### config.mk
export PLATFORM = sky130hd
export DESIGN_NAME = spd_slave
export DESIGN_NICKNAME = d
export VERILOG_FILES = /design/src/hdl/spd_slave.v /design/src/hdl/input_filter.v /design/src/hdl/program_timer.v
export VERILOG_INCLUDE_DIRS = /design/src /design/src/shared
export SDC_FILE = /design/constraint.sdc
export NUM_CORES = 2
export LEC_CHECK = 0
export BUFFER_PORTS_ARGS = -buffer_cell sky130_fd_sc_hd__buf_2
export CELL_PAD_IN_SITES_DETAIL_PLACEMENT = 0
export CELL_PAD_IN_SITES_GLOBAL_PLACEMENT = 2
export CORE_MARGIN = 8
export CORE_UTILIZATION = 55
export CTS_CLUSTER_DIAMETER = 30
export DETAILED_ROUTE_END_ITERATION = 8
export HOLD_SLACK_MARGIN = 0.15
export PLACE_DENSITY = 0.82
export SYNTH_ARGS = -nofsm -noshare
export SYNTH_HDL_FRONTEND = slang
export SYNTH_SLANG_ARGS = --single-unit
### constraint.sdc
create_clock -name CLK -period 6.98 [get_ports CLK]
set_input_delay 0.698 -clock CLK [delete_from_list [all_inputs] [get_ports CLK]]
set_output_delay 0.698 -clock CLK [all_outputs]
set_load 0.02 [all_outputs]
### src/shared/spd_consts.vh
// constants for the presence-detect serial store: select codes,
// content offsets, content values and timing counts.
// assumes a 25 MHz core clock and a serial clock made by the host.
`ifndef SPD_CONSTS_VH
`define SPD_CONSTS_VH

// ==========================================================
// select codes
`define SEL_ARRAY                4'ha
`define SEL_PROTECT              4'h6

// ==========================================================
// content offsets
`define OFS_USED_BYTE_COUNT      8'h00
`define OFS_TOTAL_STORE_SIZE     8'h01
`define OFS_MEMORY_TYPE_CODE     8'h02
`define OFS_ROW_ADDRESS_COUNT    8'h03
`define OFS_COLUMN_ADDRESS_COUNT 8'h04
`define OFS_PHYSICAL_RANK_COUNT  8'h05
`define OFS_DATA_WIDTH_LOW       8'h06
`define OFS_DATA_WIDTH_HIGH      8'h07
`define OFS_VOLTAGE_LEVEL        8'h08
`define OFS_CYCLE_TIME_TOP       8'h09
`define OFS_ACCESS_TIME_TOP      8'h0a
`define OFS_MODULE_CONFIG_TYPE   8'h0b
`define OFS_REFRESH_RATE_TYPE    8'h0c
`define OFS_PRIMARY_WIDTH        8'h0d
`define OFS_CHECK_WIDTH          8'h0e
`define OFS_COLUMN_MIN_DELAY     8'h0f
`define OFS_BURST_LENGTHS        8'h10

// ==========================================================
// content values
`define RST_USED_BYTE_COUNT      8'h80
`define RST_TOTAL_STORE_SIZE     8'h08
`define RST_MEMORY_TYPE_CODE     8'h07
`define ROW_COUNT_DEFAULT        8'h0d
`define COL_COUNT_DEFAULT        8'h0a
`define RST_PHYSICAL_RANK_COUNT  8'h01
`define RST_DATA_WIDTH_LOW       8'h48
`define RST_DATA_WIDTH_HIGH      8'h00
`define RST_VOLTAGE_LEVEL        8'h04
`define RST_CYCLE_TIME_TOP       8'h50
`define RST_ACCESS_TIME_TOP      8'h70
`define RST_MODULE_CONFIG_TYPE   8'h02
`define REFRESH_TYPE_DEFAULT     8'h82
`define RST_PRIMARY_WIDTH        8'h08
`define RST_CHECK_WIDTH          8'h08
`define RST_COLUMN_MIN_DELAY     8'h01
`define RST_BURST_LENGTHS        8'h0e

// ==========================================================
// timing
`define CLK_PERIOD_NS            40
`define CLK_KHZ                  25000
`define NOISE_NS                 50
`define NOISE_CYCLES             ((`NOISE_NS + `CLK_PERIOD_NS - 1) / `CLK_PERIOD_NS)
`define PROGRAM_TIME_MS          10
`define PROGRAM_CYCLES           (`PROGRAM_TIME_MS * `CLK_KHZ)

`endif

### src/hdl/spd_slave.v
// two-wire slave holding presence-detect content: 256-byte array,
// protection register, page buffer and self-timed programming.
// assumes an open-drain bus with pull-up outside; pins are async.
`timescale 1ns/1ps
`default_nettype none
`include "spd_consts.vh"

module spd_slave #(
  parameter [7:0]  ROW_COUNT      = `ROW_COUNT_DEFAULT,
  parameter [7:0]  COL_COUNT      = `COL_COUNT_DEFAULT,
  parameter [7:0]  REFRESH_TYPE   = `REFRESH_TYPE_DEFAULT,
  parameter [17:0] PROGRAM_CYCLES = `PROGRAM_CYCLES
) (
  // core clock and reset
  input  wire CLK,
  input  wire RST_N,
  // serial bus
  input  wire SCL,
  input  wire SDA_IN,
  output reg  SDA_OUT,
  output reg  SDA_OE,
  // straps and write control
  input  wire STRAP_SELECT_BIT_HIGH,
  input  wire STRAP_SELECT_BIT_MID,
  input  wire STRAP_SELECT_BIT_LOW,
  input  wire WRITE_CONTROL_INPUT
);

  // ==========================================================
  // states
  localparam [2:0] ST_IDLE  = 3'h0;
  localparam [2:0] ST_DEV   = 3'h1;
  localparam [2:0] ST_ADDR  = 3'h2;
  localparam [2:0] ST_WDATA = 3'h3;
  localparam [2:0] ST_READ  = 3'h4;
  localparam [2:0] ST_WAIT  = 3'h5;

  // ==========================================================
  // storage
  reg  [7:0]  mem [0:255];
  reg  [7:0]  pbuf [0:15];
  reg  [7:0]  prot_reg;

  // ==========================================================
  // control state
  reg  [2:0]  state;
  reg  [3:0]  bitcnt;
  reg  [7:0]  shreg;
  reg  [7:0]  addr;
  reg         rw;
  reg         prot_sel;
  reg         host_ack;
  reg  [15:0] wmask;
  reg  [3:0]  page;
  reg         prot_pend;
  reg  [7:0]  prot_data;
  reg         prog_start;
  reg         committing;
  reg  [3:0]  cidx;
  reg         scl_q;
  reg         sda_q;

  // ==========================================================
  // conditioned inputs and program-timer busy
  wire [5:0]  clean;
  wire        scl;
  wire        sda;
  wire [2:0]  strap;
  wire        wc_low;
  wire        busy;

  input_filter #(
    .WIDTH (6)
  ) u_filter (
    .clk   (CLK),
    .rst_n (RST_N),
    .raw   ({SCL, SDA_IN, STRAP_SELECT_BIT_HIGH, STRAP_SELECT_BIT_MID,
             STRAP_SELECT_BIT_LOW, WRITE_CONTROL_INPUT}),
    .clean (clean)
  );

  assign scl    = clean[5];
  assign sda    = clean[4];
  assign strap  = clean[3:1];
  assign wc_low = ~clean[0];

  program_timer #(
    .CYCLES (PROGRAM_CYCLES)
  ) u_timer (
    .clk   (CLK),
    .rst_n (RST_N),
    .start (prog_start),
    .busy  (busy)
  );

  // ==========================================================
  // bus events
  wire scl_rise   = scl & ~scl_q;
  wire scl_fall   = ~scl & scl_q;
  wire start_cond = scl & scl_q & sda_q & ~sda;
  wire stop_cond  = scl & scl_q & ~sda_q & sda;
  wire in_program = busy | committing | prog_start;

  wire sel_array   = (shreg[7:4] == `SEL_ARRAY);
  wire sel_protect = (shreg[7:4] == `SEL_PROTECT);
  wire sel_match   = (sel_array | sel_protect) & (shreg[3:1] == strap);

  wire [7:0] rd_byte = prot_sel ? prot_reg : mem[addr];

  // ==========================================================
  // stored content
  integer k;
  initial begin
    for (k = 0; k < 256; k = k + 1) begin
      mem[k] = 8'h00;
    end
    mem[`OFS_USED_BYTE_COUNT]      = `RST_USED_BYTE_COUNT;
    mem[`OFS_TOTAL_STORE_SIZE]     = `RST_TOTAL_STORE_SIZE;
    mem[`OFS_MEMORY_TYPE_CODE]     = `RST_MEMORY_TYPE_CODE;
    mem[`OFS_ROW_ADDRESS_COUNT]    = ROW_COUNT;
    mem[`OFS_COLUMN_ADDRESS_COUNT] = COL_COUNT;
    mem[`OFS_PHYSICAL_RANK_COUNT]  = `RST_PHYSICAL_RANK_COUNT;
    mem[`OFS_DATA_WIDTH_LOW]       = `RST_DATA_WIDTH_LOW;
    mem[`OFS_DATA_WIDTH_HIGH]      = `RST_DATA_WIDTH_HIGH;
    mem[`OFS_VOLTAGE_LEVEL]        = `RST_VOLTAGE_LEVEL;
    mem[`OFS_CYCLE_TIME_TOP]       = `RST_CYCLE_TIME_TOP;
    mem[`OFS_ACCESS_TIME_TOP]      = `RST_ACCESS_TIME_TOP;
    mem[`OFS_MODULE_CONFIG_TYPE]   = `RST_MODULE_CONFIG_TYPE;
    mem[`OFS_REFRESH_RATE_TYPE]    = REFRESH_TYPE;
    mem[`OFS_PRIMARY_WIDTH]        = `RST_PRIMARY_WIDTH;
    mem[`OFS_CHECK_WIDTH]          = `RST_CHECK_WIDTH;
    mem[`OFS_COLUMN_MIN_DELAY]     = `RST_COLUMN_MIN_DELAY;
    mem[`OFS_BURST_LENGTHS]        = `RST_BURST_LENGTHS;
    prot_reg = 8'h00;
  end

  // ==========================================================
  // program cycle: page buffer copied into the array
  always @(posedge CLK) begin
    if (committing && wmask[cidx]) begin
      mem[{page, cidx}] <= pbuf[cidx];
    end
    if (committing && (cidx == 4'h0) && prot_pend) begin
      prot_reg <= prot_data;
    end
  end

  // ==========================================================
  // serial protocol engine
  always @(posedge CLK) begin
    if (!RST_N) begin
      state      <= ST_IDLE;
      bitcnt     <= 4'h0;
      shreg      <= 8'h00;
      addr       <= 8'h00;
      rw         <= 1'b0;
      prot_sel   <= 1'b0;
      host_ack   <= 1'b0;
      wmask      <= 16'h0000;
      page       <= 4'h0;
      prot_pend  <= 1'b0;
      prot_data  <= 8'h00;
      prog_start <= 1'b0;
      committing <= 1'b0;
      cidx       <= 4'h0;
      scl_q      <= 1'b1;
      sda_q      <= 1'b1;
      SDA_OUT    <= 1'b0;
      SDA_OE     <= 1'b0;
    end else begin
      scl_q      <= scl;
      sda_q      <= sda;
      SDA_OUT    <= 1'b0;
      prog_start <= 1'b0;

      // walk the page buffer once per program cycle
      if (committing) begin
        if (cidx == 4'hf) begin
          committing <= 1'b0;
          wmask      <= 16'h0000;
          prot_pend  <= 1'b0;
        end else begin
          cidx <= cidx + 4'h1;
        end
      end

      if (start_cond) begin
        SDA_OE <= 1'b0;
        // outside a program cycle, the clock fall that closes the start wraps this to zero
        bitcnt <= 4'hf;
        if (in_program) begin
          state <= ST_IDLE;
        end else begin
          state     <= ST_DEV;
          wmask     <= 16'h0000;
          prot_pend <= 1'b0;
        end
      end else if (stop_cond) begin
        state  <= ST_IDLE;
        SDA_OE <= 1'b0;
        if (((|wmask) | prot_pend) && !in_program && (state == ST_WDATA)) begin
          prog_start <= 1'b1;
          committing <= 1'b1;
          cidx       <= 4'h0;
        end
      end else if (scl_rise) begin
        if (bitcnt == 4'h8) begin
          host_ack <= ~sda;
        end else if (state != ST_READ) begin
          shreg <= {shreg[6:0], sda};
        end
      end else if (scl_fall) begin
        case (state)
          ST_DEV: begin
            if (bitcnt == 4'h7) begin
              if (sel_match) begin
                SDA_OE   <= 1'b1;
                bitcnt   <= 4'h8;
                rw       <= shreg[0];
                prot_sel <= sel_protect;
              end else begin
                state <= ST_WAIT;
              end
            end else if (bitcnt == 4'h8) begin
              bitcnt <= 4'h0;
              if (rw) begin
                state  <= ST_READ;
                shreg  <= rd_byte;
                SDA_OE <= ~rd_byte[7];
              end else begin
                state  <= ST_ADDR;
                SDA_OE <= 1'b0;
              end
            end else begin
              bitcnt <= bitcnt + 4'h1;
            end
          end
          ST_ADDR: begin
            if (bitcnt == 4'h7) begin
              addr   <= shreg;
              page   <= shreg[7:4];
              SDA_OE <= 1'b1;
              bitcnt <= 4'h8;
            end else if (bitcnt == 4'h8) begin
              state  <= ST_WDATA;
              SDA_OE <= 1'b0;
              bitcnt <= 4'h0;
            end else begin
              bitcnt <= bitcnt + 4'h1;
            end
          end
          ST_WDATA: begin
            if (bitcnt == 4'h7) begin
              SDA_OE <= 1'b1;
              bitcnt <= 4'h8;
              addr   <= {addr[7:4], addr[3:0] + 4'h1};
              if (wc_low) begin
                if (prot_sel) begin
                  prot_pend <= 1'b1;
                  prot_data <= shreg;
                end else begin
                  pbuf[addr[3:0]]  <= shreg;
                  wmask[addr[3:0]] <= 1'b1;
                end
              end
            end else if (bitcnt == 4'h8) begin
              SDA_OE <= 1'b0;
              bitcnt <= 4'h0;
            end else begin
              bitcnt <= bitcnt + 4'h1;
            end
          end
          ST_READ: begin
            if (bitcnt < 4'h7) begin
              shreg  <= {shreg[6:0], 1'b0};
              SDA_OE <= ~shreg[6];
              bitcnt <= bitcnt + 4'h1;
            end else if (bitcnt == 4'h7) begin
              SDA_OE <= 1'b0;
              bitcnt <= 4'h8;
              addr   <= addr + 8'h01;
            end else if (host_ack) begin
              shreg  <= rd_byte;
              SDA_OE <= ~rd_byte[7];
              bitcnt <= 4'h0;
            end else begin
              state  <= ST_WAIT;
              SDA_OE <= 1'b0;
            end
          end
          ST_WAIT: begin
            SDA_OE <= 1'b0;
          end
          default: begin
            SDA_OE <= 1'b0;
          end
        endcase
      end
    end
  end

endmodule // spd_slave
`default_nettype wire

### src/hdl/input_filter.v
// two-flop synchroniser and noise filter for each serial input.
// assumes inputs idle high and a 25 MHz sampling clock.
`timescale 1ns/1ps
`default_nettype none
`include "spd_consts.vh"

module input_filter #(
  parameter WIDTH = 6
) (
  // clock and reset
  input  wire             clk,
  input  wire             rst_n,
  // raw and filtered levels
  input  wire [WIDTH-1:0] raw,
  output wire [WIDTH-1:0] clean
);

  localparam [31:0] LAST_FULL = `NOISE_CYCLES;
  localparam [1:0]  LAST      = LAST_FULL[1:0];

  // ==========================================================
  // per-bit synchroniser and filter
  genvar i;
  generate
    for (i = 0; i < WIDTH; i = i + 1) begin : g_bit
      reg       sync1;
      reg       sync2;
      reg       level;
      reg [1:0] run;
      assign clean[i] = level;
      always @(posedge clk) begin
        if (!rst_n) begin
          sync1 <= 1'b1;
          sync2 <= 1'b1;
          level <= 1'b1;
          run   <= 2'h0;
        end else begin
          sync1 <= raw[i];
          sync2 <= sync1;
          if (sync2 == level) begin
            run <= 2'h0;
          end else if (run == LAST) begin
            level <= sync2;
            run   <= 2'h0;
          end else begin
            run <= run + 2'h1;
          end
        end
      end
    end
  endgenerate

endmodule // input_filter
`default_nettype wire

### src/hdl/program_timer.v
// self-timed program cycle: busy for a fixed count after a start pulse.
// assumes start comes from the same clock domain.
`timescale 1ns/1ps
`default_nettype none
`include "spd_consts.vh"

module program_timer #(
  parameter [17:0] CYCLES = `PROGRAM_CYCLES
) (
  // clock and reset
  input  wire clk,
  input  wire rst_n,
  // control
  input  wire start,
  output reg  busy
);

  reg [17:0] count;

  // ==========================================================
  // countdown
  always @(posedge clk) begin
    if (!rst_n) begin
      busy  <= 1'b0;
      count <= 18'h0;
    end else if (start) begin
      busy  <= 1'b1;
      count <= CYCLES - 18'h1;
    end else if (busy) begin
      if (count == 18'h0) begin
        busy <= 1'b0;
      end else begin
        count <= count - 18'h1;
      end
    end
  end

endmodule // program_timer
`default_nettype wire

* Word level (Yosys, flattened, before mapping)
Memories as Yosys holds them, arrays and structs flattened. A register that Yosys moved wholly into a read port is not among the register bits. Cells that the tools add are included.
Operators by class: equal/unequal tests 50, $add $sub $neg 11, bitwise logic cells 32, muxes and demuxes 111, reductions and logical operators 47, $lt $le $gt $ge 4
Operators with widths (count):
- 16-bit two-way mux | 12
- 8-bit two-way mux | 14
- 4-bit two-way mux | 18
- 18-bit two-way mux | 3
- 1-bit two-way mux | 44
- 3-bit two-way mux | 13
- 4-bit != test, second input constant | 8
- 8-bit one-hot mux with 3 select lines | 1
- 3-bit OR reduction | 8
- 1-bit NOT | 19
- 18-bit logical NOT | 1
- 3-bit != test, second input constant | 6
- 9-bit AND reduction | 2
- 18-bit by 1-bit subtractor with 18-bit output, second input constant | 1
- 16-bit bitwise OR | 1
- 8-bit one-hot mux with 2 select lines | 1
- 2-bit AND reduction | 8
- 16-bit OR reduction | 1
- 5-bit != test, second input constant | 3
- 2-bit by 1-bit adder with 2-bit output, second input constant | 6
- 4-bit by 1-bit adder with 4-bit output, second input constant | 3
- 2-bit == test, second input constant | 6
- 4-bit == test, second input constant | 3
- 2-bit != test, second input constant | 6
- 34 further kinds | 67
Word-level totals: bits in writable memories 2176, memories kept 2, word-level logic and storage cells 303, register bits 121
Memory list:
- mem | depth 256, bits a word 8, read ports 1, clocked after Yosys merged registers in 0, write ports 1, line spd_slave.v:40 | reg [7:0] mem [0:255];
- pbuf | depth 16, bits a word 8, read ports 1, clocked after Yosys merged registers in 1, write ports 1, line spd_slave.v:41 | reg [7:0] pbuf [0:15];

* Logic depth before layout (Yosys ltp)
depth after elaboration 13, mapped depth 14, gate-level depth less buffers 9

* Cells and area by module
A second synthesis with hierarchy kept.
Second synthesis, totals: cell total of the unflattened synthesis 4366, area, all modules 90180.2 sq um
Modules (own cells, without submodules):
- spd_slave | area each 87981.9 sq um, sequential area each 66864.1 sq um, instances 1, cells an instance 4144
- input_filter | area each 1123.6 sq um, sequential area each 600.6 sq um, instances 1, cells an instance 93
- program_timer | area each 1074.8 sq um, sequential area each 380.4 sq um, instances 1, cells an instance 129

* Worst setup path before layout
Ideal clock, no wire load.
path kind reg-to-reg, start reg cidx[0] (netlist name), end mem mem[0][2] (data pin), arrival time 3.415 ns, library setup time 0.552 ns, cell stages (with the launch flop) 5, path buffers 2, slack 3.014 ns, path through dfxtp_1 buf_2 buf_1 mux4_2 mux4_2
RTL lines (line):
- end: declaration | spd_slave.v:40

* Worst setup path in the final report
start reg cidx[1], end mem mem[85][7] (enable)
Between the ends: word-level cells in the longest chain between the ends 5
Ends and longest elaborated chain:
- start: declaration | line spd_slave.v:59 | reg [3:0] cidx;
- start signal: assignment | line spd_slave.v:183 | cidx <= cidx + 4'h1;
- 1-bit binary-select mux with 4-bit select | line spd_slave.v:140 | if (committing && wmask[cidx]) begin
- 1-bit two-way mux (not written as such) | line spd_slave.v:140
- 1-bit logical AND | line spd_slave.v:140
- 1-bit two-way mux | line spd_slave.v:140
- 1-bit two-way mux (not written as such) | line spd_slave.v:141 | mem[{page, cidx}] <= pbuf[cidx];
Several ways; a longest one is shown, not always the timed one. The select of a mux whose other input is x is not followed.

==> results_dict.tcl <==
set metrics [dict create \
    cts_setup_buffers 0 \
    endpoint_kind "flip-flop" \
    rsz0062_at_grt "false" \
    peakVddDrop_uv 319.3 \
    worstPathMaxFanout 41 \
    p_leak_nw 32.95 \
    place_congestion 0.8487 \
    top_level_ports 10 \
    wl_met2_um 108200 \
    worst_slew_margin_rel 0.1867 \
    largest_register_ffs 2048 \
    reg2reg_slack_ns 2.91 \
    synth_seq_cells 2297 \
    status "complete, no violations" \
    grt_usage 0.2574 \
    layoutNonFillerInstCount 7049 \
    cp.required_ns 7.56 \
    layout_min_cycle_time_ns 4.066 \
    setup_viol 0 \
    drive_above_1_share 0.3075 \
    yosys_warnings 0 \
    crit_arrival_ns 4.65 \
    antenna_left 0 \
    overflow 0 \
    drtIter0Drc 5510 \
    syn-num-nets 4235 \
    synth_seq_area_share 0.7574 \
    m1WireLength_um 90130 \
    synthArstFlopShare 0 \
    maxCapViolations 0 \
    cts_sinks 2297 \
    area_growth_syn_to_layout_pct 19.75 \
    grt_max_degree 173 \
    cts_made_buffers 445 \
    synth-edff-count 2184 \
    grt_pass1_vias 46180 \
    cts_max_level 5 \
    coreArea_um2 162200 \
    syn_area_um2 89570 \
    routed_via_density 6.408 \
    hold_buffers 6 \
    die_area_um2 176000 \
    drv_slew 0 \
    fin_util 0.6612 \
    p_total_mw 36.24 \
    pwr_density_cell_nw_per_um2 337.9 \
    post_drt_wl_per_cell_um 32.11 \
    synth_top_flop_cell "edfxtp_1" \
    critical_path_class "flip-flop to flip-flop" \
    clk_path_buf_depth 4 \
    start_kind "flip-flop" \
    firstDrtPassIters 6 \
    antenna_found_initial 8 \
    vias 45167 \
    hpwlAfterDp_um 126700 \
    wl_met3_um 21480 \
    dp_cells 6226 \
    postSynthCellCount 4206 \
    post-route-period-util 0.5825 \
    postLayoutCellArea_um2 107300 \
    fp.dieH_um 419.6 \
    rows 148 \
    drt-total-wl_um 226300 \
    fmax_mhz 246.0 \
    grt_pass1_wl_um 328900 \
    initial_core_util 0.5522 \
    fill_cells 10304 \
    largest-register "mem" \
    die_w_um 419.6 \
    clock_latency_ns 0.98 \
    synth_cell_type_count 74 \
    worst_pin_slew_ns 1.215 \
    cts_root_buffer "clkbuf_16" \
    fin_tns_setup_ns 0 \
    path_clk_slew_ns 0.04 \
    worstHoldPathType "primary input to flip-flop" \
    fin_skew_ns 0.07818 \
    hold_viol_final 0 \
    top_layer_used "met5" \
    drc_errors 0 \
    tritoncts "yes" \
    io_buffers 8 \
    cts_resized 0 \
    nNetsFinal 4533 \
    synth.avg_cell_area_um2 21.30 \
    place_area_um2 92090 \
]
==> cells in the mapped netlist, types with 22 or more instances <==
master,instances,share of area
edfxtp_1,2184,0.73
mux4_2,649,0.16
nor2_1,359,0.015
clkbuf_1,115,0.0048
dfxtp_1,113,0.025
nand2_1,90,0.0038
mux2i_1,67,0.0075
buf_2,62,0.0035
a21oi_1,52,0.0029
nand3_1,35,0.0020
o21ai_0,28,0.0016
inv_1,27,0.0011
buf_1,26,0.0011
nand2b_1,24,0.0017
xnor2_1,22,0.0022
==> stage by stage <==
step	hold slack [ns]	setup WS [ns]
global route	0.2870	2.702
CTS	0.2569	2.938
floorplan	0.3863	3.014
detailed placement	0.3956	2.927
global placement	0.3983	2.760
finish	0.2997	2.914
==> final timing paths <==
| path | from | endpoint | cells past startpoint |
|---|---|---|---|
| min reg2reg | u_filter.g_bit[0].run[0] | u_filter.g_bit[0].run[0] | 1 |
| min | RST_N | u_filter.g_bit[1].level | 3 |
| max | cidx[1] | mem[85][7] | 5 |
| max reg2reg | cidx[1] | mem[85][7] | 5 |
==> kinds of logic after synthesis <==
group           synth area share
mux                       0.1732
flops                     0.7574
buf+inv                  0.01482
simple gates             0.03086
compound gates           0.01810
xor+xnor                0.002640
fa+ha+maj               0.002933
other cells           0.00004187
==> cell type report <==
cell class / count / area (µm²) / area share
Antenna cell: 6 / 15.01 / 0.0001400
Clock buffer: 496 / 11480 / 0.1071
Clock inverter: 315 / 3617 / 0.03372
Inverter: 33 / 123.9 / 0.001155
Multi-Input combinational cell: 1637 / 20490 / 0.1911
Sequential cell: 2297 / 67860 / 0.6327
Tap cell: 2175 / 2721 / 0.02537
Timing Repair Buffer: 90 / 943.4 / 0.008795
==> report_power, final <==
| group | internal [mW] | switching [mW] | leakage (nW) |
|---|---|---|---|
| Combinational | 0.00945 | 0.0198 | 5.60 |
| Clock | 14.2 | 7.10 | 7.23 |
| Sequential | 14.9 | 0.00242 | 20.1 |
| Total | 29.1 | 7.12 | 32.9 |
==> routing by layer <==
| metal | track usage | vias to the layer above |
|---|---|---|
| met5 | 0 | - |
| met4 | 0.08460 | 2 |
| met3 | 0.05910 | 406 |
| met2 | 0.3981 | 2455 |
| met1 | 0.3692 | 23987 |
| li1 | - | 18317 |
==> layout by cell type (no fill, tap or decap), types with 24 or more instances in the layout <==
cell | Yosys | final
inv_1 | 27 | 26
clkinv_4 | 0 | 33
clkinv_2 | 0 | 56
a21oi_1 | 52 | 52
clkinvlp_4 | 0 | 56
nand2b_1 | 24 | 24
bufinv_16 | 0 | 65
inv_6 | 0 | 41
nand2_1 | 90 | 85
o21ai_0 | 28 | 28
edfxtp_1 | 2184 | 2184
clkbuf_1 | 115 | 42
mux4_2 | 649 | 641
dfxtp_1 | 113 | 106
clkinv_1 | 5 | 62
nand3_1 | 35 | 31
buf_4 | 19 | 53
nor2_1 | 359 | 359
mux2i_1 | 67 | 67
clkbuf_16 | 0 | 451
==> critical path, stage by stage, from the launching register on <==
cell and delay [ns]:
dfxtp_2 1.07, mux4_2 0.43, mux4_2 0.28, and3_1 0.28, nand2_2 0.67, nor2_1 0.94
Note: power is estimated with default switching activity, not from simulation.
